<file path="config.mk">
export PLATFORM = sky130hd
export DESIGN_NAME = program_memory_decoder
export DESIGN_NICKNAME = d
export VERILOG_FILES = /design/src/include/pmd_pkg.sv /design/src/logic/addr_router.sv /design/src/logic/config_latches.sv /design/src/logic/program_memory_decoder.sv
export SDC_FILE = /design/constraint.sdc
export NUM_CORES = 1
export LEC_CHECK = 0
export ABC_AREA = 1
export BUFFER_PORTS_ARGS = -buffer_cell sky130_fd_sc_hd__buf_2
export CORE_ASPECT_RATIO = 1.75
export CORE_MARGIN = 4
export CORE_UTILIZATION = 50
export DETAILED_ROUTE_END_ITERATION = 10
export PLACE_DENSITY = 0.87
export SYNTH_ARGS = -nofsm -noshare
export SYNTH_HDL_FRONTEND = slang
export SYNTH_SLANG_ARGS = --single-unit
</file>
<file path="constraint.sdc">
create_clock -name CORE_CLK -period 3.9 [get_ports CORE_CLK]
set_input_delay 0.585 -clock CORE_CLK [delete_from_list [all_inputs] [get_ports CORE_CLK]]
set_output_delay 0.585 -clock CORE_CLK [all_outputs]
set_load 0.005 [all_outputs]
</file>
<file path="src/include/pmd_pkg.sv">
package pmd_pkg;
	// Address widths
	localparam int ADDR_W = 24;
	localparam int EXT_W  = 20;
	// Page numbers
	localparam logic [7:0] PAGE_00 = 8'h00;
	localparam logic [7:0] PAGE_FF = 8'hff;
	// Program and special-purpose partition (low 16 bits within a page)
	localparam logic [15:0] PART_LO    = 16'h2000;
	localparam logic [15:0] PART_HI    = 16'h9fff;
	localparam logic [15:0] SPECIAL_HI = 16'h207f;
	// Page FFH external and code RAM ranges
	localparam logic [15:0] EXTA_LO = 16'h0100;
	localparam logic [15:0] EXTA_HI = 16'h03ff;
	localparam logic [15:0] CRAM_LO = 16'h0400;
	localparam logic [15:0] CRAM_HI = 16'h05ff;
	localparam logic [15:0] EXTB_LO = 16'h0600;
	localparam logic [15:0] EXTB_HI = 16'h1fff;
	// Special-function register regions
	localparam logic [15:0] PSFR_LO = 16'h1f00;
	localparam logic [15:0] PSFR_HI = 16'h1fdf;
	localparam logic [15:0] MSFR_LO = 16'h1fe0;
	localparam logic [15:0] MSFR_HI = 16'h1fff;
	// Special-purpose content
	localparam logic [15:0] LVEC_LO = 16'h2000;
	localparam logic [15:0] UVEC_LO = 16'h2030;
	localparam logic [15:0] TVEC_LO = 16'h2040;
	localparam logic [15:0] TVEC_HI = 16'h205d;
	localparam logic [15:0] KEY_LO  = 16'h2020;
	localparam logic [15:0] KEY_HI  = 16'h202f;
	// Configuration byte addresses and the otp_select_a bit position
	localparam logic [23:0] CFG0_ADDR = 24'hff2018;
	localparam logic [23:0] CFG1_ADDR = 24'hff201a;
	localparam logic [23:0] CFG2_ADDR = 24'hff201c;
	localparam int          OTP_SELECT_A_BIT = 2;
	// Code RAM control register, window read fill and configuration reset value
	localparam logic [15:0] CRC_ADDR      = 16'h1fe0;
	localparam int          CRC_EASTAT    = 7;
	localparam int          CRC_DISABLE   = 6;
	localparam logic [7:0]  CRC_RESET     = 8'h00;
	localparam logic [7:0]  WINDOW_FILL   = 8'hff;
	localparam logic [7:0]  CFG_RESET     = 8'hff;

	// Access target
	typedef enum logic [3:0] {
		TGT_EXT  = 4'b0001,
		TGT_OTP  = 4'b0010,
		TGT_CRAM = 4'b0100,
		TGT_SFR  = 4'b1000
	} target_t;

	// CPU request
	typedef struct packed {
		logic              valid;
		logic [ADDR_W-1:0] addr;
		logic              extended;
		logic              window;
		logic              write;
		logic              word;
		logic [7:0]        wdata;
	} cpu_req_t;

	// Routed access
	typedef struct packed {
		target_t           target;
		logic [EXT_W-1:0]  ext_addr;
		logic [ADDR_W-1:0] otp_addr;
		logic              blocked;
		logic              key_area;
		logic              vector_area;
	} route_t;
endpackage : pmd_pkg

</file>
<file path="src/logic/addr_router.sv">
`timescale 1ns/1ps
// Combinational address decode for one CPU request
module addr_router (
	// Request and setup
	input  pmd_pkg::cpu_req_t req,
	input  wire logic         has_otp,
	input  wire logic         ext_active,
	input  wire logic         otp_select_a,
	input  wire logic         cram_dis,
	// Decision
	output pmd_pkg::route_t   route
);
	// Range test used by every region
	function automatic logic in_rng(input logic [15:0] a, input logic [15:0] lo,
			input logic [15:0] hi);
		in_rng = (a >= lo) && (a <= hi);
	endfunction : in_rng

	wire logic [7:0]  page  = req.addr[23:16];
	wire logic [15:0] low   = req.addr[15:0];
	wire logic        pg_ff = (page == pmd_pkg::PAGE_FF);
	wire logic        pg_00 = (page == pmd_pkg::PAGE_00);
	// Partition hits in page FFH and in the page 00H copy
	wire logic        part_ff = pg_ff && in_rng(low, pmd_pkg::PART_LO, pmd_pkg::PART_HI);
	wire logic        part_00 = pg_00 && in_rng(low, pmd_pkg::PART_LO, pmd_pkg::PART_HI);
	wire logic        cram_hit = (pg_ff || pg_00)
		&& in_rng(low, pmd_pkg::CRAM_LO, pmd_pkg::CRAM_HI);
	wire logic        psfr = pg_00 && in_rng(low, pmd_pkg::PSFR_LO, pmd_pkg::PSFR_HI);
	wire logic        msfr = pg_00 && in_rng(low, pmd_pkg::MSFR_LO, pmd_pkg::MSFR_HI);
	// Internal store serves: no pin override, part fitted
	wire logic        otp_ok = has_otp && !ext_active;
	// FF page always internal when served; 00H copy only for plain fetches with otp_select_a
	wire logic        otp_ff  = part_ff && otp_ok;
	wire logic        otp_00  = part_00 && otp_ok && otp_select_a && !req.extended;

	always_comb begin
		route          = '0;
		route.target   = pmd_pkg::TGT_EXT;
		// Upper four bits drop on the pins
		route.ext_addr = req.addr[pmd_pkg::EXT_W-1:0];
		route.otp_addr = {pmd_pkg::PAGE_FF, low};
		route.key_area = part_ff && in_rng(low, pmd_pkg::KEY_LO, pmd_pkg::KEY_HI);
		route.vector_area = part_ff && (in_rng(low, pmd_pkg::LVEC_LO, pmd_pkg::KEY_LO - 16'h0001)
			|| in_rng(low, pmd_pkg::UVEC_LO, pmd_pkg::TVEC_HI));
		if (otp_ff || otp_00) begin
			route.target = pmd_pkg::TGT_OTP;
		end else if (cram_hit && !cram_dis) begin
			route.target = pmd_pkg::TGT_CRAM;
		end else if (psfr || msfr) begin
			route.target = pmd_pkg::TGT_SFR;
			// Windowed access to memory-mapped SFRs is blocked
			route.blocked = msfr && req.window;
		end
		// Key bytes are never written from running code except through the page 00H copy
		if (route.key_area && req.write) begin
			route.blocked = 1'b1;
		end
	end
endmodule : addr_router

</file>
<file path="src/logic/config_latches.sv">
`timescale 1ns/1ps
// Holds the three configuration bytes; loads once per reset
module config_latches (
	// Clock and reset
	input  wire logic       clk,
	input  wire logic       rst,
	// Load strobes from the fetch sequencer
	input  wire logic [2:0] load,
	input  wire logic [7:0] data,
	input  wire logic       done,
	// Latched bytes
	output logic [7:0]      cfg0,
	output logic [7:0]      cfg1,
	output logic [7:0]      cfg2,
	output logic            locked
);
	logic locked_reg; // Set once all bytes are in

	// Each byte takes data only before the lock; later changes are ignored
	always_ff @(posedge clk or posedge rst) begin
		if (rst) begin
			cfg0       <= pmd_pkg::CFG_RESET;
			cfg1       <= pmd_pkg::CFG_RESET;
			cfg2       <= pmd_pkg::CFG_RESET;
			locked_reg <= 1'b0;
		end else if (!locked_reg) begin
			if (load[0]) cfg0 <= data;
			if (load[1]) cfg1 <= data;
			if (load[2]) cfg2 <= data;
			if (done) locked_reg <= 1'b1;
		end
	end

	assign locked = locked_reg;

	a_cfg_frozen: assert property (@(posedge clk) disable iff (rst)
		locked_reg |=> $stable(cfg0) && $stable(cfg1) && $stable(cfg2))
		else $error("config latch changed after lock");
endmodule : config_latches

</file>
<file path="src/logic/program_memory_decoder.sv">
`timescale 1ns/1ps
// Operation
// One 32K partition, external at F2000-F9FFF
// No internal store: partition always external
// Internal store maps pages 00H+FFH or FFH
// Program area routed by pin, otp_select_a, type
// Special-purpose area uses the same decode
// FF0400-FF05FF goes to internal code RAM
// FF0100-FF03FF goes external as F0100-F03FF
// FF0600-FF1FFF goes external as F0600-F1FFF
// Vector regions in the special-purpose area
// Security key bytes FF2020-FF202F protect store
// Configuration bytes fetched first after reset
// Latches ignore changes until next reset
// Latches select bus, watchdog, mode, otp_select_a
// External configuration fetch at F2018-F201C
// Software fills reserved special bytes
// Software fills unused memory with FFH
// Peripheral SFRs byte/word, windowable
// Marked SFRs accessed only as words
// Memory-mapped SFRs never through window
// Windowed read of them returns FFH
// Windowed write to them does nothing
// Reserved bits read undefined, write zero
// Upper four address bits dropped externally
// Status bit is complement of pin
// Code RAM disable bit routes range external
// Otp_select_a taken from latched byte 2
// Before latching, pin alone steers fetches
module program_memory_decoder (
	// Clock and reset
	input  wire logic              CORE_CLK,
	input  wire logic              RST,
	// Device straps and pins
	input  wire logic              HAS_OTP,
	input  wire logic              EXTERNAL_ACCESS_N,
	// CPU request
	input  pmd_pkg::cpu_req_t      CPU_REQ,
	// Read data returned by the selected target
	input  wire logic [7:0]        MEM_RDATA,
	input  wire logic              MEM_RVALID,
	// Routed request
	output pmd_pkg::route_t        ROUTE,
	output logic                   ROUTE_VALID,
	output logic [7:0]             CPU_RDATA,
	output logic                   CPU_RVALID,
	// Configuration and status
	output logic [7:0]             CONFIG_BYTE_0,
	output logic [7:0]             CONFIG_BYTE_1,
	output logic [7:0]             CONFIG_BYTE_2,
	output logic                   CONFIG_READY,
	output logic                   OTP_SELECT_A,
	output logic [7:0]             CODE_RAM_CONTROL
);
	// Boot fetch sequence, one-hot
	typedef enum logic [4:0] {
		S_F0   = 5'b00001,
		S_F1   = 5'b00010,
		S_F2   = 5'b00100,
		S_RUN  = 5'b01000,
		S_WAIT = 5'b10000
	} boot_t;

	boot_t             state_reg;  // Sequencer state
	boot_t             state_next;
	logic [1:0]        idx_reg;    // Which byte is in flight
	logic [1:0]        idx_next;
	logic              dis_reg;    // Code RAM disable bit
	logic              run_reg;    // Sequencer reached run
	pmd_pkg::cpu_req_t eff_req;    // Request after boot override
	pmd_pkg::route_t   route_w;    // Decoder answer
	logic [2:0]        cfg_load;
	logic              cfg_done;
	logic              cfg_locked;
	logic [7:0]        cfg0;
	logic [7:0]        cfg1;
	logic [7:0]        cfg2;

	// Pin level is active low; status bit shows active
	wire logic ext_active = !EXTERNAL_ACCESS_N;
	// Before the lock the otp_select_a bit is treated as clear
	wire logic otp_select_a_eff  = cfg_locked && cfg2[pmd_pkg::OTP_SELECT_A_BIT];
	wire logic booting    = (state_reg != S_RUN);
	wire logic [23:0] boot_addr = (idx_reg == 2'd0) ? pmd_pkg::CFG0_ADDR
		: (idx_reg == 2'd1) ? pmd_pkg::CFG1_ADDR : pmd_pkg::CFG2_ADDR;
	wire logic issue      = (state_reg == S_F0) || (state_reg == S_F1) || (state_reg == S_F2);
	wire logic crc_hit    = CPU_REQ.valid && !CPU_REQ.window
		&& (CPU_REQ.addr == {pmd_pkg::PAGE_00, pmd_pkg::CRC_ADDR});
	// Register image; bit 7 live status, bit 6 stored, rest read zero
	wire logic [7:0] crc_image = {ext_active, dis_reg, 6'h00};

	// Boot fetches replace the CPU request until the latches are loaded
	always_comb begin
		eff_req = CPU_REQ;
		if (booting) begin
			eff_req          = '0;
			eff_req.valid    = issue;
			eff_req.addr     = boot_addr;
			eff_req.extended = 1'b1;
		end
	end

	addr_router u_router (
		.req        (eff_req),
		.has_otp    (HAS_OTP),
		.ext_active (ext_active),
		.otp_select_a      (otp_select_a_eff),
		.cram_dis   (dis_reg),
		.route      (route_w)
	);

	config_latches u_cfg (
		.clk    (CORE_CLK),
		.rst    (RST),
		.load   (cfg_load),
		.data   (MEM_RDATA),
		.done   (cfg_done),
		.cfg0   (cfg0),
		.cfg1   (cfg1),
		.cfg2   (cfg2),
		.locked (cfg_locked)
	);

	// Byte returned while waiting lands in the latch for idx
	assign cfg_load = (state_reg == S_WAIT && MEM_RVALID)
		? (3'b001 << idx_reg) : 3'b000;
	assign cfg_done = (state_reg == S_WAIT) && MEM_RVALID && (idx_reg == 2'd2);

	// Sequencer: issue one byte, wait for its data, move on
	always_comb begin
		state_next = state_reg;
		idx_next   = idx_reg;
		case (state_reg)
			S_F0, S_F1, S_F2: begin
				state_next = S_WAIT;
			end
			S_WAIT: begin
				if (MEM_RVALID) begin
					// Last byte in: hand the bus to the CPU
					if (idx_reg == 2'd2) begin
						state_next = S_RUN;
					end else begin
						idx_next   = idx_reg + 2'd1;
						state_next = (idx_reg == 2'd0) ? S_F1 : S_F2;
					end
				end
			end
			S_RUN: begin
				state_next = S_RUN;
			end
			default: begin
				state_next = S_F0;
				idx_next   = 2'd0;
			end
		endcase
	end

	// Sequencer state flops
	always_ff @(posedge CORE_CLK or posedge RST) begin
		if (RST) begin
			state_reg <= S_F0;
			idx_reg   <= 2'd0;
			run_reg   <= 1'b0;
		end else begin
			state_reg <= state_next;
			idx_reg   <= idx_next;
			run_reg   <= (state_next == S_RUN);
		end
	end

	// Code RAM control write; windowed writes never land here
	always_ff @(posedge CORE_CLK or posedge RST) begin
		if (RST) begin
			dis_reg <= pmd_pkg::CRC_RESET[pmd_pkg::CRC_DISABLE];
		end else if (!booting && crc_hit && CPU_REQ.write) begin
			dis_reg <= CPU_REQ.wdata[pmd_pkg::CRC_DISABLE];
		end
	end

	// Registered route out; the routed target answers the CPU
	always_ff @(posedge CORE_CLK or posedge RST) begin
		if (RST) begin
			ROUTE       <= '0;
			ROUTE_VALID <= 1'b0;
		end else begin
			ROUTE       <= route_w;
			ROUTE_VALID <= eff_req.valid && !route_w.blocked;
		end
	end

	// Read return: blocked window reads see all ones, own register local
	always_ff @(posedge CORE_CLK or posedge RST) begin
		if (RST) begin
			CPU_RDATA  <= 8'h00;
			CPU_RVALID <= 1'b0;
		end else if (!booting && CPU_REQ.valid && !CPU_REQ.write && route_w.blocked) begin
			CPU_RDATA  <= pmd_pkg::WINDOW_FILL;
			CPU_RVALID <= 1'b1;
		end else if (!booting && crc_hit && !CPU_REQ.write) begin
			CPU_RDATA  <= crc_image;
			CPU_RVALID <= 1'b1;
		end else begin
			CPU_RDATA  <= MEM_RDATA;
			CPU_RVALID <= !booting && MEM_RVALID;
		end
	end

	// Configuration outputs mirror the latches
	always_ff @(posedge CORE_CLK or posedge RST) begin
		if (RST) begin
			CONFIG_BYTE_0    <= pmd_pkg::CFG_RESET;
			CONFIG_BYTE_1    <= pmd_pkg::CFG_RESET;
			CONFIG_BYTE_2    <= pmd_pkg::CFG_RESET;
			CONFIG_READY     <= 1'b0;
			OTP_SELECT_A     <= 1'b0;
			CODE_RAM_CONTROL <= pmd_pkg::CRC_RESET;
		end else begin
			CONFIG_BYTE_0    <= cfg0;
			CONFIG_BYTE_1    <= cfg1;
			CONFIG_BYTE_2    <= cfg2;
			CONFIG_READY     <= cfg_locked;
			OTP_SELECT_A     <= otp_select_a_eff;
			CODE_RAM_CONTROL <= crc_image;
		end
	end

	// Checks
	a_boot_ext_addr: assert property (@(posedge CORE_CLK) disable iff (RST)
		issue |-> route_w.ext_addr == boot_addr[19:0])
		else $error("boot fetch address wrong");
	a_pin_forces_ext: assert property (@(posedge CORE_CLK) disable iff (RST)
		ext_active && eff_req.valid |-> route_w.target != pmd_pkg::TGT_OTP)
		else $error("internal store used with pin active");
	a_no_otp_part: assert property (@(posedge CORE_CLK) disable iff (RST)
		!HAS_OTP |-> route_w.target != pmd_pkg::TGT_OTP)
		else $error("internal store used on variant without it");
	a_window_fill: assert property (@(posedge CORE_CLK) disable iff (RST)
		!booting && CPU_REQ.valid && CPU_REQ.window && !CPU_REQ.write
		&& CPU_REQ.addr[23:5] == 19'h000ff |=> CPU_RVALID && CPU_RDATA == 8'hff)
		else $error("windowed mapped read not all ones");
	a_window_nowrite: assert property (@(posedge CORE_CLK) disable iff (RST)
		CPU_REQ.valid && CPU_REQ.window |=> $stable(dis_reg))
		else $error("windowed write changed register");
	// The register image is forced to zero in reset, so the edge just after release is skipped
	a_status_pin: assert property (@(posedge CORE_CLK) disable iff (RST)
		!$past(RST) |-> CODE_RAM_CONTROL[7] == !$past(EXTERNAL_ACCESS_N))
		else $error("status bit not complement of pin");
	a_cram_route: assert property (@(posedge CORE_CLK) disable iff (RST)
		!booting && CPU_REQ.valid && CPU_REQ.addr[23:9] == 15'h7f82 && !dis_reg
		|-> route_w.target == pmd_pkg::TGT_CRAM)
		else $error("code RAM range misrouted");
	a_boot_done: assert property (@(posedge CORE_CLK) disable iff (RST)
		run_reg |-> cfg_locked)
		else $error("run reached before latches loaded");
	a_ext_pages: assert property (@(posedge CORE_CLK) disable iff (RST)
		!booting && CPU_REQ.valid && CPU_REQ.addr[23:8] == 16'hff01
		|-> route_w.target == pmd_pkg::TGT_EXT && route_w.ext_addr == CPU_REQ.addr[19:0])
		else $error("page FFH low external range misrouted");
	// Upper external block of page FFH keeps its low 20 bits on the pins
	a_ext_high: assert property (@(posedge CORE_CLK) disable iff (RST)
		!booting && CPU_REQ.valid && CPU_REQ.addr[23:12] == 12'hff1
		|-> route_w.target == pmd_pkg::TGT_EXT && route_w.ext_addr == CPU_REQ.addr[19:0])
		else $error("page FFH high external range misrouted");
	// Disabled code RAM hands its range to the external bus
	a_ram_off_ext: assert property (@(posedge CORE_CLK) disable iff (RST)
		!booting && CPU_REQ.valid && CPU_REQ.addr[23:9] == 15'h7f82 && dis_reg
		|-> route_w.target == pmd_pkg::TGT_EXT)
		else $error("disabled code RAM range not external");
	// Before the lock only the pin and the variant choose where fetches go
	a_boot_store: assert property (@(posedge CORE_CLK) disable iff (RST)
		issue && HAS_OTP && !ext_active |-> route_w.target == pmd_pkg::TGT_OTP)
		else $error("boot fetch not served by internal store");
	// Plain fetches with otp_select_a set see the store copy in page 00H
	a_copy_store: assert property (@(posedge CORE_CLK) disable iff (RST)
		!booting && CPU_REQ.valid && HAS_OTP && !ext_active && otp_select_a_eff && !CPU_REQ.extended
		&& CPU_REQ.addr[23:16] == 8'h00 && CPU_REQ.addr[15:13] != 3'd0
		&& CPU_REQ.addr[15:13] <= 3'd4 |-> route_w.target == pmd_pkg::TGT_OTP)
		else $error("page 00H copy not served by store");
	// Without otp_select_a, or for extended accesses, the page 00H range stays external
	a_copy_ext: assert property (@(posedge CORE_CLK) disable iff (RST)
		!booting && CPU_REQ.valid && (!otp_select_a_eff || CPU_REQ.extended)
		&& CPU_REQ.addr[23:16] == 8'h00 && CPU_REQ.addr[15:13] != 3'd0
		&& CPU_REQ.addr[15:13] <= 3'd4 |-> route_w.target == pmd_pkg::TGT_EXT)
		else $error("page 00H partition misrouted");
	// Key writes in page FFH never leave the decoder
	a_key_block: assert property (@(posedge CORE_CLK) disable iff (RST)
		!booting && CPU_REQ.valid && CPU_REQ.write && CPU_REQ.addr[23:4] == 20'hff202
		|=> !ROUTE_VALID && ROUTE.blocked)
		else $error("key write forwarded");
	// Peripheral registers stay reachable through the window
	a_psfr_pass: assert property (@(posedge CORE_CLK) disable iff (RST)
		!booting && CPU_REQ.valid && CPU_REQ.window && CPU_REQ.addr[23:8] == 16'h001f
		&& CPU_REQ.addr[7:5] != 3'b111 |=> ROUTE_VALID && ROUTE.target == pmd_pkg::TGT_SFR)
		else $error("windowed peripheral access refused");
	// Otp_select_a output follows the latched byte only once it is loaded
	a_otp_select_a_out: assert property (@(posedge CORE_CLK) disable iff (RST)
		OTP_SELECT_A == (CONFIG_READY && CONFIG_BYTE_2[pmd_pkg::OTP_SELECT_A_BIT]))
		else $error("otp_select_a output not from latched byte");
endmodule : program_memory_decoder

</file>
Yosys cells after proc, flatten, opt, wreduce, memory -nomap -nowiden --
Cells that the tools add are included.
Word-level totals: flip-flop bits (word level) 115, input port bits 50, output and inout bits 95, logic and storage cells 131
Cells by class: add/subtract/negate cells 1, magnitude comparators 13, eq/ne operators 12, shift operators 1, muxes and demuxes 24, bitwise logic cells 2, reduce and logical (&&, ||, !) cells 56
Operators by type and width (count):
- 16-bit by 14-bit >= comparator with 1-bit output, second input constant | 3
- 16-bit by 14-bit less-or-equal comparator with 1-bit output, second input constant | 3
- 37-bit two-way mux | 1
- 1-bit logical AND | 35
- 16-bit by 13-bit >= comparator with 1-bit output, second input constant | 2
- 16-bit by 13-bit less-or-equal comparator with 1-bit output, second input constant | 2
- 24-bit by 13-bit == test with 1-bit output, second input constant | 1
- 16-bit by 11-bit >= comparator with 1-bit output, second input constant | 1
- 16-bit by 11-bit less-or-equal comparator with 1-bit output, second input constant | 1
- 16-bit less-or-equal comparator, second input constant | 1
- 4-bit two-way mux | 4
- 8-bit two-way mux | 2
- 5-bit case mux with 3 select lines | 1
- 3-bit two-way mux | 4
- 8-bit == test, second input constant | 1
- 8-bit logical NOT | 1
- 1-bit two-way mux | 8
- 1-bit logical NOT | 7
- 1-bit logical OR | 6
- 2-bit AND reduction | 3
- 5-bit by 1-bit == test with 1-bit output, second input constant | 1
- 5-bit by 2-bit == test with 1-bit output, second input constant | 1
- 5-bit by 3-bit == test with 1-bit output, second input constant | 1
- 5-bit by 4-bit == test with 1-bit output, second input constant | 1
- 15 further kinds | 18

Logic depth before layout (Yosys ltp) --
Gate-level depths: netlist of run 1.
word-level depth 15, gate-level depth with buffers 13, depth with buffers taken out 13

By module --
A second synthesis of run 1 with hierarchy kept.
Unflattened totals: cell total of the unflattened synthesis 523, area total of the unflattened synthesis 5142.4 um2
Modules (own cells, without submodules):
- program_memory_decoder | times used 1, cells an instance 273, area each 3330.7 um2, sequential area each 2458.6 um2
- config_latches | times used 1, cells an instance 108, area each 1053.5 um2, sequential area each 655.6 um2
- addr_router | times used 1, cells an instance 142, area each 758.2 um2, sequential area each 0.0 um2

Worst setup path before layout of run 1 --
No wires, ideal clock.
path type flip-flop to flip-flop, start register state_reg[4], end register CPU_RDATA[0], setup time 0.068 ns, data arrival time 1.649 ns, required time 3.832 ns, path slack 2.183 ns, stages on the path, launching flop included 11, path buffers 1, clock period less this slack 1.717 ns, path through dfrtp_1 nor2_2 nand2_2 nor2_8 buf_12 nand2_4 nor3_4 nand3_2 nor3_4 nand4_4 nand2_1
On the way: cells in the longest elaborated chain, start to end 13, elaborated cells between the ends (all ways) 48, classes of those cells 10 x order compare; 2 x eq/ne; 7 x mux; 29 x reduce/logical
RTL lines:
- start: declaration | RTL line program_memory_decoder.sv:64 | boot_t state_reg;
- start signal: assignment | RTL line program_memory_decoder.sv:165 | state_reg <= state_next;
- 5-bit by 4-bit inequality test with 1-bit output * | RTL line program_memory_decoder.sv:83 | wire logic booting = (state_reg != S_RUN);
- 37-bit two-way mux | RTL line program_memory_decoder.sv:95 | if (booting) begin
- 16-bit by 14-bit >= comparator with 1-bit output or 16-bit less-or-equal comparator (tied branches) | RTL line addr_router.sv:16 | in_rng = (a >= lo) && (a <= hi);
- 1-bit logical AND | RTL line addr_router.sv:16
- 1-bit logical AND | RTL line addr_router.sv:25 | wire logic part_00 = pg_00 && in_rng(low, pmd_pkg::PART_LO, pmd_pkg::PART_HI);
- 1-bit logical AND (3 in a row) | RTL line addr_router.sv:34 | wire logic otp_00 = part_00 && otp_ok && otp_select_a && !req.extended;
- 1-bit logical OR | RTL line addr_router.sv:45 | if (otp_ff || otp_00) begin
- 1-bit two-way mux | RTL line addr_router.sv:45
- 1-bit two-way mux | RTL line addr_router.sv:55 | if (route.key_area && req.write) begin
- 1-bit logical AND | RTL line program_memory_decoder.sv:196 | end else if (!booting && CPU_REQ.valid && !CPU_REQ.write && route_w.blocked) begin
- 8-bit two-way mux * | RTL line program_memory_decoder.sv:196
- end signal: assignment | RTL line program_memory_decoder.sv:197 | CPU_RDATA <= pmd_pkg::WINDOW_FILL;
- end signal: assignment | RTL line program_memory_decoder.sv:200 | CPU_RDATA <= crc_image;
- end: declaration | RTL line program_memory_decoder.sv:45 | output logic [7:0] CPU_RDATA,
Every way passes the cells marked *; elsewhere a longest branch is shown, timed or not. A chain may end at the register's enable or synchronous reset.

==> results of run 1 <==
[cell usage in the layout (no fill, tap or decap), types with 2 or more instances in the layout]
cell type,synthesis,routed
a21oi_1,7,7
buf_2,2,130
buf_4,29,2
clkbuf_16,0,9
conb_1,2,7
dfrtp_1,50,50
dfstp_2,49,49
ha_1,5,5
inv_1,57,56
inv_2,2,2
inv_6,0,3
nand2_1,85,85
nand2_2,2,2
nand3_1,18,18
nand3_2,3,3
nand4_1,13,13
nor2_1,47,47
nor2_2,3,3
nor2_4,2,2
nor3_1,6,6
nor3_2,2,2
nor3_4,2,2
nor4_1,3,3
o21ai_0,32,32
or2_2,2,2
[through the flow]
stage | total power (W) | instance area (um^2) | instances | util [%]
6_report | 0.00225 | 5110 | 669 | 61.4
5_1_grt | 0.00234 | 5110 | 669 | 61.4
4_1_cts | 0.00226 | 5110 | 669 | 61.4
3_5_place_dp | 0.00142 | 4820 | 653 | 58.0
3_3_place_gp | 0.00140 | 4820 | 653 | 58.0
2_1_floorplan | 0.00133 | 4280 | 442 | -
[layout make-up]
class                      instances  area [um^2]
clock buffer                      10          239
clock inverter                     6         47.5
fill                             659         3210
inverter                          59          224
multi-input combinational        248         1250
sequential                        99         2540
tap                              115          144
timing repair buffer             132          666
[worst paths after layout]
path                                from               end  slack, ns  cells after the start
setup reg to reg            state_reg[4]       ROUTE_VALID       1.47                     10
max in group asynchronous            RST     u_cfg.cfg1[2]       2.78                      3
setup / recovery            state_reg[4]       ROUTE_VALID       1.47                     10
hold reg to reg            u_cfg.cfg0[1]  CONFIG_BYTE_0[1]       0.37                      0
hold / removal                       RST         ROUTE[14]       0.26                      2
min in group CORE_CLK      u_cfg.cfg0[1]  CONFIG_BYTE_0[1]       0.37                      0
[power by group through the flow]
| stage | combinational [W] | sequential [W] | clock, W |
|---|---|---|---|
| after CTS | 0.000301 | 0.00111 | 0.000851 |
| after detailed placement | 0.000299 | 0.00112 | 0 |
| after global routing | 0.000337 | 0.00111 | 0.000890 |
| final | 0.000300 | 0.00111 | 0.000839 |
| after global placement | 0.000283 | 0.00112 | 0 |
| after floorplan | 0.000208 | 0.00112 | 0 |
[kinds of logic (layout without fill, tap and decap cells)]
kind of cell | after synthesis | count (layout) | share of synthesized area, %
compound gates | 43 | 43 | 5.26
simple gates | 193 | 193 | 22.0
fa+ha+maj | 5 | 5 | 1.47
buf+inv | 95 | 207 | 11.5
flops | 99 | 99 | 59.6
other cells | 2 | 7 | 0.176
[per-layer routing]
| layer | share of wire (%) | track usage [%] | vias up | wire (um) |
|---|---|---|---|---|
| li1 | - | - | 1564 | - |
| met1 | 37 | 20.7 | 1542 | 3460 |
| met2 | 54 | 34.0 | 143 | 5140 |
| met3 | 7.2 | 4.49 | 12 | 677 |
| met4 | 2.1 | 11.5 | 0 | 197 |
| met5 | 0 | 0 | - | 0 |
==> results_dict.tcl, run 1 <==
set metrics [dict create \
    start_kind "flop" \
    intPower_w 0.00164 \
    p_leak_nw 2.69 \
    comb_power_share_pct 13.3 \
    peakVddDrop_mv 0.273 \
    dp_slack_ns 1.53 \
    synth_area_leaders "dfstp_2, dfrtp_1, nand2_1, buf_4, inv_1" \
    wl_per_cell_um 14.2 \
    grt_pass1_wl_um 14900 \
    clk_path_buf_depth 2 \
    powerDensity_nw_per_um2 440 \
    yosysTopAreaCell "dfstp_2" \
    area_growth_pct 19.9 \
    rsz0062_at_grt "false" \
    place.gp.congestion 0.887 \
    top_register "ROUTE" \
    synth_edf_count 0 \
    via_per_inst 4.87 \
    rows 44 \
    clkPwrFrac_pct 37.4 \
    crit_path_top_delay_cell "nand3_2" \
    ant_nets 0 \
    whs_ns 0.262 \
    status "finished, final reports clean" \
    setup_ws_ns 1.47 \
    setup_viol 0 \
    path_class "reg -> reg" \
    drc 0 \
    first_pass_iters 5 \
    dieArea_um2 10100 \
    p_switching_w 0.000608 \
    max_cap_viol_count 0 \
    gr-usage-all-layers_pct 19.2 \
    dp_hpwl_um 7330 \
    yosysWarnings 0 \
    synthesis.area_um2 4260 \
    die_w_um 77.8 \
    power_frac_seq_pct 49.3 \
    clock_latency_ns 0.34 \
    antenna_found_initial 0 \
    grt_pass1_vias 3299 \
    synth_top_area_share_pct 30.2 \
    hold_violations 0 \
    io_pins 145 \
    die_y_um 130 \
    hp-class "in -> async" \
    async_flop_share_pct 100 \
    slew_headroom_pct 59.2 \
    ys_ff_latch 99 \
    post-cts-setup-buffers 0 \
    fin_crit_sh_pct 62.4 \
    hold_buffers 0 \
    tightestPinTransition_ns 0.611 \
    crit_arrival_ns 2.66 \
    initial_core_util_pct 51.2 \
    min_period_ns 2.43 \
    largest_register_ffs 28 \
    core_region_area_um2 8310 \
    path_delay_family "simple AND/OR/NAND/NOR gates" \
    htreeDepth 3 \
    worst_clock_skew_ns 0.00839 \
    synth_seq_area_share_pct 59.6 \
    slew_viol_final 0 \
    post-synth-top-count-cell "nand2_1" \
    cts-root-buf "clkbuf_16" \
    worstPathRequired_ns 4.12 \
    end_kind "flop" \
    syn_area_per_cell_um2 9.75 \
    grt_max_degree 39 \
    cts-resized-gates 0 \
    slowest_delay_ns 0.45 \
    drt-initial-drc-count 180 \
    final.setup.tns_ns 0 \
    cts.sinks 99 \
    clk_pin_slew_ns 0.07 \
    grt.overflow.total 0 \
    diodes 0 \
    portBuffers 130 \
    nets 604 \
    via_count 3261 \
    p_sw_share_pct 27.1 \
    synthFlopType "dfrtp_1" \
    cp_common_cell "nor2_1" \
    crit_fanout 23 \
    synth_common_cells "nand2_1, inv_1, dfrtp_1, dfstp_2, nor2_1" \
    clock.fmax_mhz 411 \
    cts_tree "done" \
    numCtsBuffers 9 \
    synth_cell_type_count 35 \
    routed_wl_um 9470 \
    netlist_instances 437 \
    crit_chain "nor2_2, nand3_2, nor2_1, nor2_1, a21oi_1, nand2_1, nor2_1, nand3_1, nand2_1, nor2_1" \
    crit_buf_inv 0 \
    layout-drive-gt1-share_pct 39.9 \
]
Note: power is estimated with default switching activity, not from simulation.
==> run 2: changes to the inputs <==
--- a/config.mk
+++ b/config.mk
@@ -5,13 +5,13 @@
 export SDC_FILE = /design/constraint.sdc
 export NUM_CORES = 1
 export LEC_CHECK = 0
-export ABC_AREA = 1
+export ABC_AREA = 0
 export BUFFER_PORTS_ARGS = -buffer_cell sky130_fd_sc_hd__buf_2
 export CORE_ASPECT_RATIO = 1.75
 export CORE_MARGIN = 4
-export CORE_UTILIZATION = 50
+export CORE_UTILIZATION = 49
 export DETAILED_ROUTE_END_ITERATION = 10
-export PLACE_DENSITY = 0.87
+export PLACE_DENSITY = 0.86
 export SYNTH_ARGS = -nofsm -noshare
 export SYNTH_HDL_FRONTEND = slang
 export SYNTH_SLANG_ARGS = --single-unit
==> constraint.sdc (replaced) <==
create_clock -name CORE_CLK -period 2.55 [get_ports CORE_CLK]
set_input_delay 0.3825 -clock CORE_CLK [delete_from_list [all_inputs] [get_ports CORE_CLK]]
set_output_delay 0.3825 -clock CORE_CLK [all_outputs]
set_load 0.005 [all_outputs]
==> results_dict.tcl, run 2 <==
set metrics [dict create \
    grt_max_degree 60 \
    synthFlopType "dfrtp_1" \
    placedCellCount 496 \
    synth_area_leaders "dfstp_2, dfrtp_1, mux2_2, buf_4, and3_1" \
    yosysWarnings 0 \
    final.setup.tns_ns 0 \
    dp_hpwl_um 6710 \
    p_leak_nw 2.40 \
    max_cap_viol_count 0 \
    clk_path_buf_depth 2 \
    worst_clock_skew_ns 0.00380 \
    hold_violations 0 \
    crit_path_top_delay_cell "or3_4" \
    ant_nets 0 \
    via_count 2732 \
    netlist_instances 300 \
    peakVddDrop_mv 0.426 \
    post-cts-setup-buffers 0 \
    clock_latency_ns 0.35 \
    antenna_found_initial 1 \
    ys_ff_latch 99 \
    synthesis.area_um2 3940 \
    synth_edf_count 0 \
    min_period_ns 2.32 \
    setup_viol 0 \
    cts-root-buf "clkbuf_16" \
    hold_buffers 0 \
    via_per_inst 5.33 \
    first_pass_iters 4 \
    area_growth_pct 22.5 \
    end_kind "flop" \
    numCtsBuffers 9 \
    rows 43 \
    clk_pin_slew_ns 0.06 \
    cts.sinks 99 \
    io_pins 145 \
    grt_pass1_wl_um 13800 \
    fin_crit_sh_pct 91.1 \
    wl_per_cell_um 17.2 \
    crit_fanout 8 \
    yosysTopAreaCell "dfstp_2" \
    whs_ns 0.0366 \
    portBuffers 130 \
    synth_common_cells "dfrtp_1, dfstp_2, buf_4, mux2_2, nand2_1" \
    setup_ws_ns 0.228 \
    top_register "ROUTE" \
    slowest_delay_ns 0.48 \
    slew_viol_final 0 \
    synth_cell_type_count 47 \
    syn_area_per_cell_um2 13.1 \
    nets 472 \
    status "finished, final reports clean" \
    worstPathRequired_ns 2.78 \
    layout-drive-gt1-share_pct 55.5 \
    initial_core_util_pct 49.8 \
    largest_register_ffs 28 \
    layout_common_cells "buf_2, dfrtp_1, dfstp_2" \
    post-synth-top-count-cell "dfrtp_1" \
    die_w_um 75.8 \
    dp_slack_ns 0.148 \
    start_kind "flop" \
    grt.overflow.total 0 \
    dieArea_um2 9590 \
    drc 0 \
    cts-resized-gates 0 \
    async_flop_share_pct 100 \
    clock.fmax_mhz 431 \
    rsz0062_at_grt "false" \
    gr-usage-all-layers_pct 19.8 \
    crit_arrival_ns 2.55 \
    synth_seq_area_share_pct 64.5 \
    powerDensity_nw_per_um2 936 \
    grt_pass1_vias 2725 \
    core_region_area_um2 7910 \
    hp-class "in -> async" \
    routed_wl_um 8840 \
    drt-initial-drc-count 124 \
    finalNonFillerCells 513 \
    cts_tree "done" \
    die_y_um 127 \
    mostFrequentLayoutCell "buf_2" \
    synth_top_area_share_pct 32.7 \
    htreeDepth 3 \
    path_class "reg -> reg" \
    place.gp.congestion 0.814 \
    crit_chain "nor3b_2, nand4_1, or3_4, or2_1, o22a_1" \
]
## run 2: final cells by class
| type | instances | area [um^2] |
|---|---|---|
| multi-input combinational | 163 | 1140 |
| fill | 611 | 3080 |
| inverter | 8 | 33.8 |
| sequential | 99 | 2540 |
| antenna | 1 | 2.50 |
| clock inverter | 4 | 31.3 |
| tap | 90 | 113 |
| timing repair buffer | 136 | 708 |
| clock buffer | 12 | 256 |
## run 2: cell families (layout without fill, tap and decap cells)
group | count (synthesis) | after routing | synth area share, %
adders and majority gates | 5 | 5 | 1.59
other | 2 | 8 | 0.191
DFF | 99 | 99 | 64.5
muxes | 25 | 25 | 7.15
and+or+nand+nor | 86 | 86 | 12.4
AOI/OAI and AO/OA | 37 | 37 | 6.48
xor gates and xnor gates | 3 | 3 | 0.667
buffers and inverters | 43 | 160 | 7.05
## run 2: worst paths after layout
kind | slack (ns) | depth (start not counted) | to | from
min | 0.04 | 2 | CODE_RAM_CONTROL[7] | RST
min reg2reg | 0.36 | 0 | CONFIG_BYTE_2[3] | u_cfg.cfg2[3]
max | 0.23 | 5 | CPU_RDATA[7] | state_reg[3]
max in group asynchronous | 1.85 | 3 | state_reg[0] | RST
min in group CORE_CLK | 0.25 | 2 | CODE_RAM_CONTROL[7] | EXTERNAL_ACCESS_N
max reg2reg | 0.23 | 5 | CPU_RDATA[7] | state_reg[3]
## run 2: power by group
| part | switching [W] | internal, W | total (W) | leakage, nW |
|---|---|---|---|---|
| Clock | 0.000568 | 0.000724 | 0.00129 | 0.145 |
| Combinational | 0.000409 | 0.000426 | 0.000834 | 1.12 |
| Sequential | 0.000194 | 0.00220 | 0.00239 | 1.13 |
| Total | 0.00117 | 0.00335 | 0.00452 | 2.40 |
## run 2: routing by layer
metal  part of all wire, %  vias up  global-route usage [%]
li1                      -     1236                       -
met1                    33     1349                    20.7
met2                    56      120                    33.8
met3                   7.0       27                    5.87
met4                   4.1        0                    10.8
met5                     0        -                       0
## run 2: worst max-delay path, delay by kind of cell, from the launching register on
family           cells  cell delay [ns]
flip-flops           1             0.46
AND/OR/NAND/NOR      4             1.50
AO/OA/AOI/OAI        1             0.25
## run 2: stage by stage
| step | util (%) | instance area, um^2 | total power [W] |
|---|---|---|---|
| after floorplan | - | 3960 | 0.00286 |
| after global placement | 57.3 | 4530 | 0.00318 |
| after detailed placement | 57.3 | 4530 | 0.00326 |
| after CTS | 61.0 | 4820 | 0.00456 |
| after global routing | 61.0 | 4820 | 0.00475 |
| final | 61.0 | 4820 | 0.00452 |
==> run 3: changes to the inputs <==
--- a/config.mk
+++ b/config.mk
@@ -5,13 +5,13 @@
 export SDC_FILE = /design/constraint.sdc
 export NUM_CORES = 1
 export LEC_CHECK = 0
-export ABC_AREA = 0
+export ABC_AREA = 1
 export BUFFER_PORTS_ARGS = -buffer_cell sky130_fd_sc_hd__buf_2
 export CORE_ASPECT_RATIO = 1.75
 export CORE_MARGIN = 4
-export CORE_UTILIZATION = 49
+export CORE_UTILIZATION = 50
 export DETAILED_ROUTE_END_ITERATION = 10
-export PLACE_DENSITY = 0.86
+export PLACE_DENSITY = 0.87
 export SYNTH_ARGS = -nofsm -noshare
 export SYNTH_HDL_FRONTEND = slang
 export SYNTH_SLANG_ARGS = --single-unit
==> results_dict.tcl, run 3 (synthesized netlist as in run 1, its figures left out) <==
set metrics [dict create \
    peakVddDrop_mv 0.393 \
    grt_pass1_vias 3130 \
    r2r_slack_ns 0.40 \
    place.gp.congestion 0.826 \
    clock.fmax_mhz 465 \
    p_leak_nw 2.70 \
    dieArea_um2 10100 \
    wl_per_cell_um 13.9 \
    fin_crit_sh_pct 84.4 \
    die_y_um 130 \
    top_register "ROUTE" \
    portBuffers 130 \
    via_per_inst 4.86 \
    largest_register_ffs 28 \
    powerDensity_nw_per_um2 676 \
    crit_fanout 9 \
    finalNonFillerCells 671 \
    wl_met3_um 675 \
    dp_slack_ns 0.420 \
    maxUsedRoutingLayer "met4" \
    setup_viol 0 \
    routed_wl_um 9340 \
    timing.rr.end "CPU_RVALID" \
    grt_pass1_wl_um 14900 \
    numCtsBuffers 9 \
    r2r_start "state_reg[4]" \
    cts-resized-gates 0 \
    antenna_found_initial 0 \
    diodes 0 \
    num-fill-cells 641 \
    die_w_um 77.8 \
    hold_buffers 0 \
    worstPathRequired_ns 2.82 \
    clk_pin_slew_ns 0.07 \
    path_delay_family "simple AND/OR/NAND/NOR gates" \
    first_pass_iters 4 \
    initial_core_util_pct 51.2 \
    io_pins 145 \
    drc 0 \
    clock_latency_ns 0.34 \
    crit_path_top_delay_cell "dfrtp_1" \
    rsz0062_at_grt "false" \
    mostFrequentLayoutCell "buf_2" \
    via_count 3262 \
    dp_hpwl_um 7240 \
    start_kind "flop" \
    htreeDepth 3 \
    placedCellCount 655 \
    hold_violations 0 \
    m1WireLength_um 3470 \
    cts.sinks 99 \
    crit_buf_inv 1 \
    rows 44 \
    crit_chain "nor2_2, nand3_2, buf_4, nor2_4, nand4_2, nor2_2, nand2_2, nor3_4, nand4_4, nand2_1" \
    layout-drive-gt1-share_pct 40.1 \
    ant_nets 0 \
    worst_clock_skew_ns 0.00713 \
    setup_ws_ns 0.397 \
    rr_worst_depth 10 \
    path_class "reg -> reg" \
    slowest_delay_ns 0.41 \
    min_period_ns 2.15 \
    critPathLaunch "state_reg[4]" \
    nets 606 \
    layout_common_cells "buf_2, nand2_1, inv_1" \
    wl_met2_um 4980 \
    tightestPinTransition_ns 0.671 \
    crit_arrival_ns 2.42 \
    cts-root-buf "clkbuf_16" \
    core_region_area_um2 8310 \
    cp_common_cell "nor2_2" \
    max_cap_viol_count 0 \
    slew_viol_final 0 \
    final.setup.tns_ns 0 \
    hp-class "in -> async" \
    slew_headroom_pct 55.2 \
    cts_tree "done" \
    post-cts-setup-buffers 0 \
    grt_max_degree 68 \
    grt.overflow.total 0 \
    gr-usage-all-layers_pct 19.5 \
    drt-initial-drc-count 187 \
    end_kind "flop" \
    area_growth_pct 21.1 \
    status "finished, final reports clean" \
    clk_path_buf_depth 2 \
]
## run 3: routing by layer
metal	vias up	global-route usage, %
met5	-	0
met4	0	9.33
met3	17	4.42
met2	140	34.7
met1	1536	21.8
li1	1569	-
## run 3: power by group
| part | internal (W) | leakage, nW | total (W) | switching [W] |
|---|---|---|---|---|
| logic | 0.000162 | 1.45 | 0.000457 | 0.000295 |
| clock network | 0.000757 | 0.145 | 0.00134 | 0.000581 |
| registers | 0.00164 | 1.11 | 0.00169 | 0.0000485 |
| total | 0.00256 | 2.70 | 0.00349 | 0.000925 |
## run 3: worst max-delay path by stage
stage | slack, ns | cells after the start | endpoint
after floorplan | 0.83 | 10 | CPU_RDATA[0]
after global placement | 0.48 | 12 | ROUTE_VALID
after detailed placement | 0.42 | 10 | CPU_RVALID
after CTS | 0.38 | 10 | CPU_RVALID
after global routing | 0.17 | 12 | ROUTE_VALID
final | 0.40 | 10 | CPU_RVALID
## run 3: per-stage QoR
stage	hold slack [ns]	power, W	utilization [%]	cell area [um^2]
after floorplan	0.354	0.00203	-	4280
after global placement	0.356	0.00215	58.3	4850
after detailed placement	0.356	0.00217	58.3	4850
after CTS	0.141	0.00352	62.0	5160
after global routing	0.179	0.00364	62.0	5160
final	0.137	0.00349	62.0	5160
## run 3: area by class of cell
| type | instances | area [um^2] | share of cell area, % |
|---|---|---|---|
| sequential | 99 | 2540 | 49.2 |
| multi-input combinational | 248 | 1250 | 24.2 |
| inverter | 59 | 225 | 4.37 |
| clock buffer | 11 | 264 | 5.12 |
| timing repair buffer | 134 | 693 | 13.4 |
| tap | 115 | 144 | 2.79 |
| clock inverter | 5 | 43.8 | 0.849 |
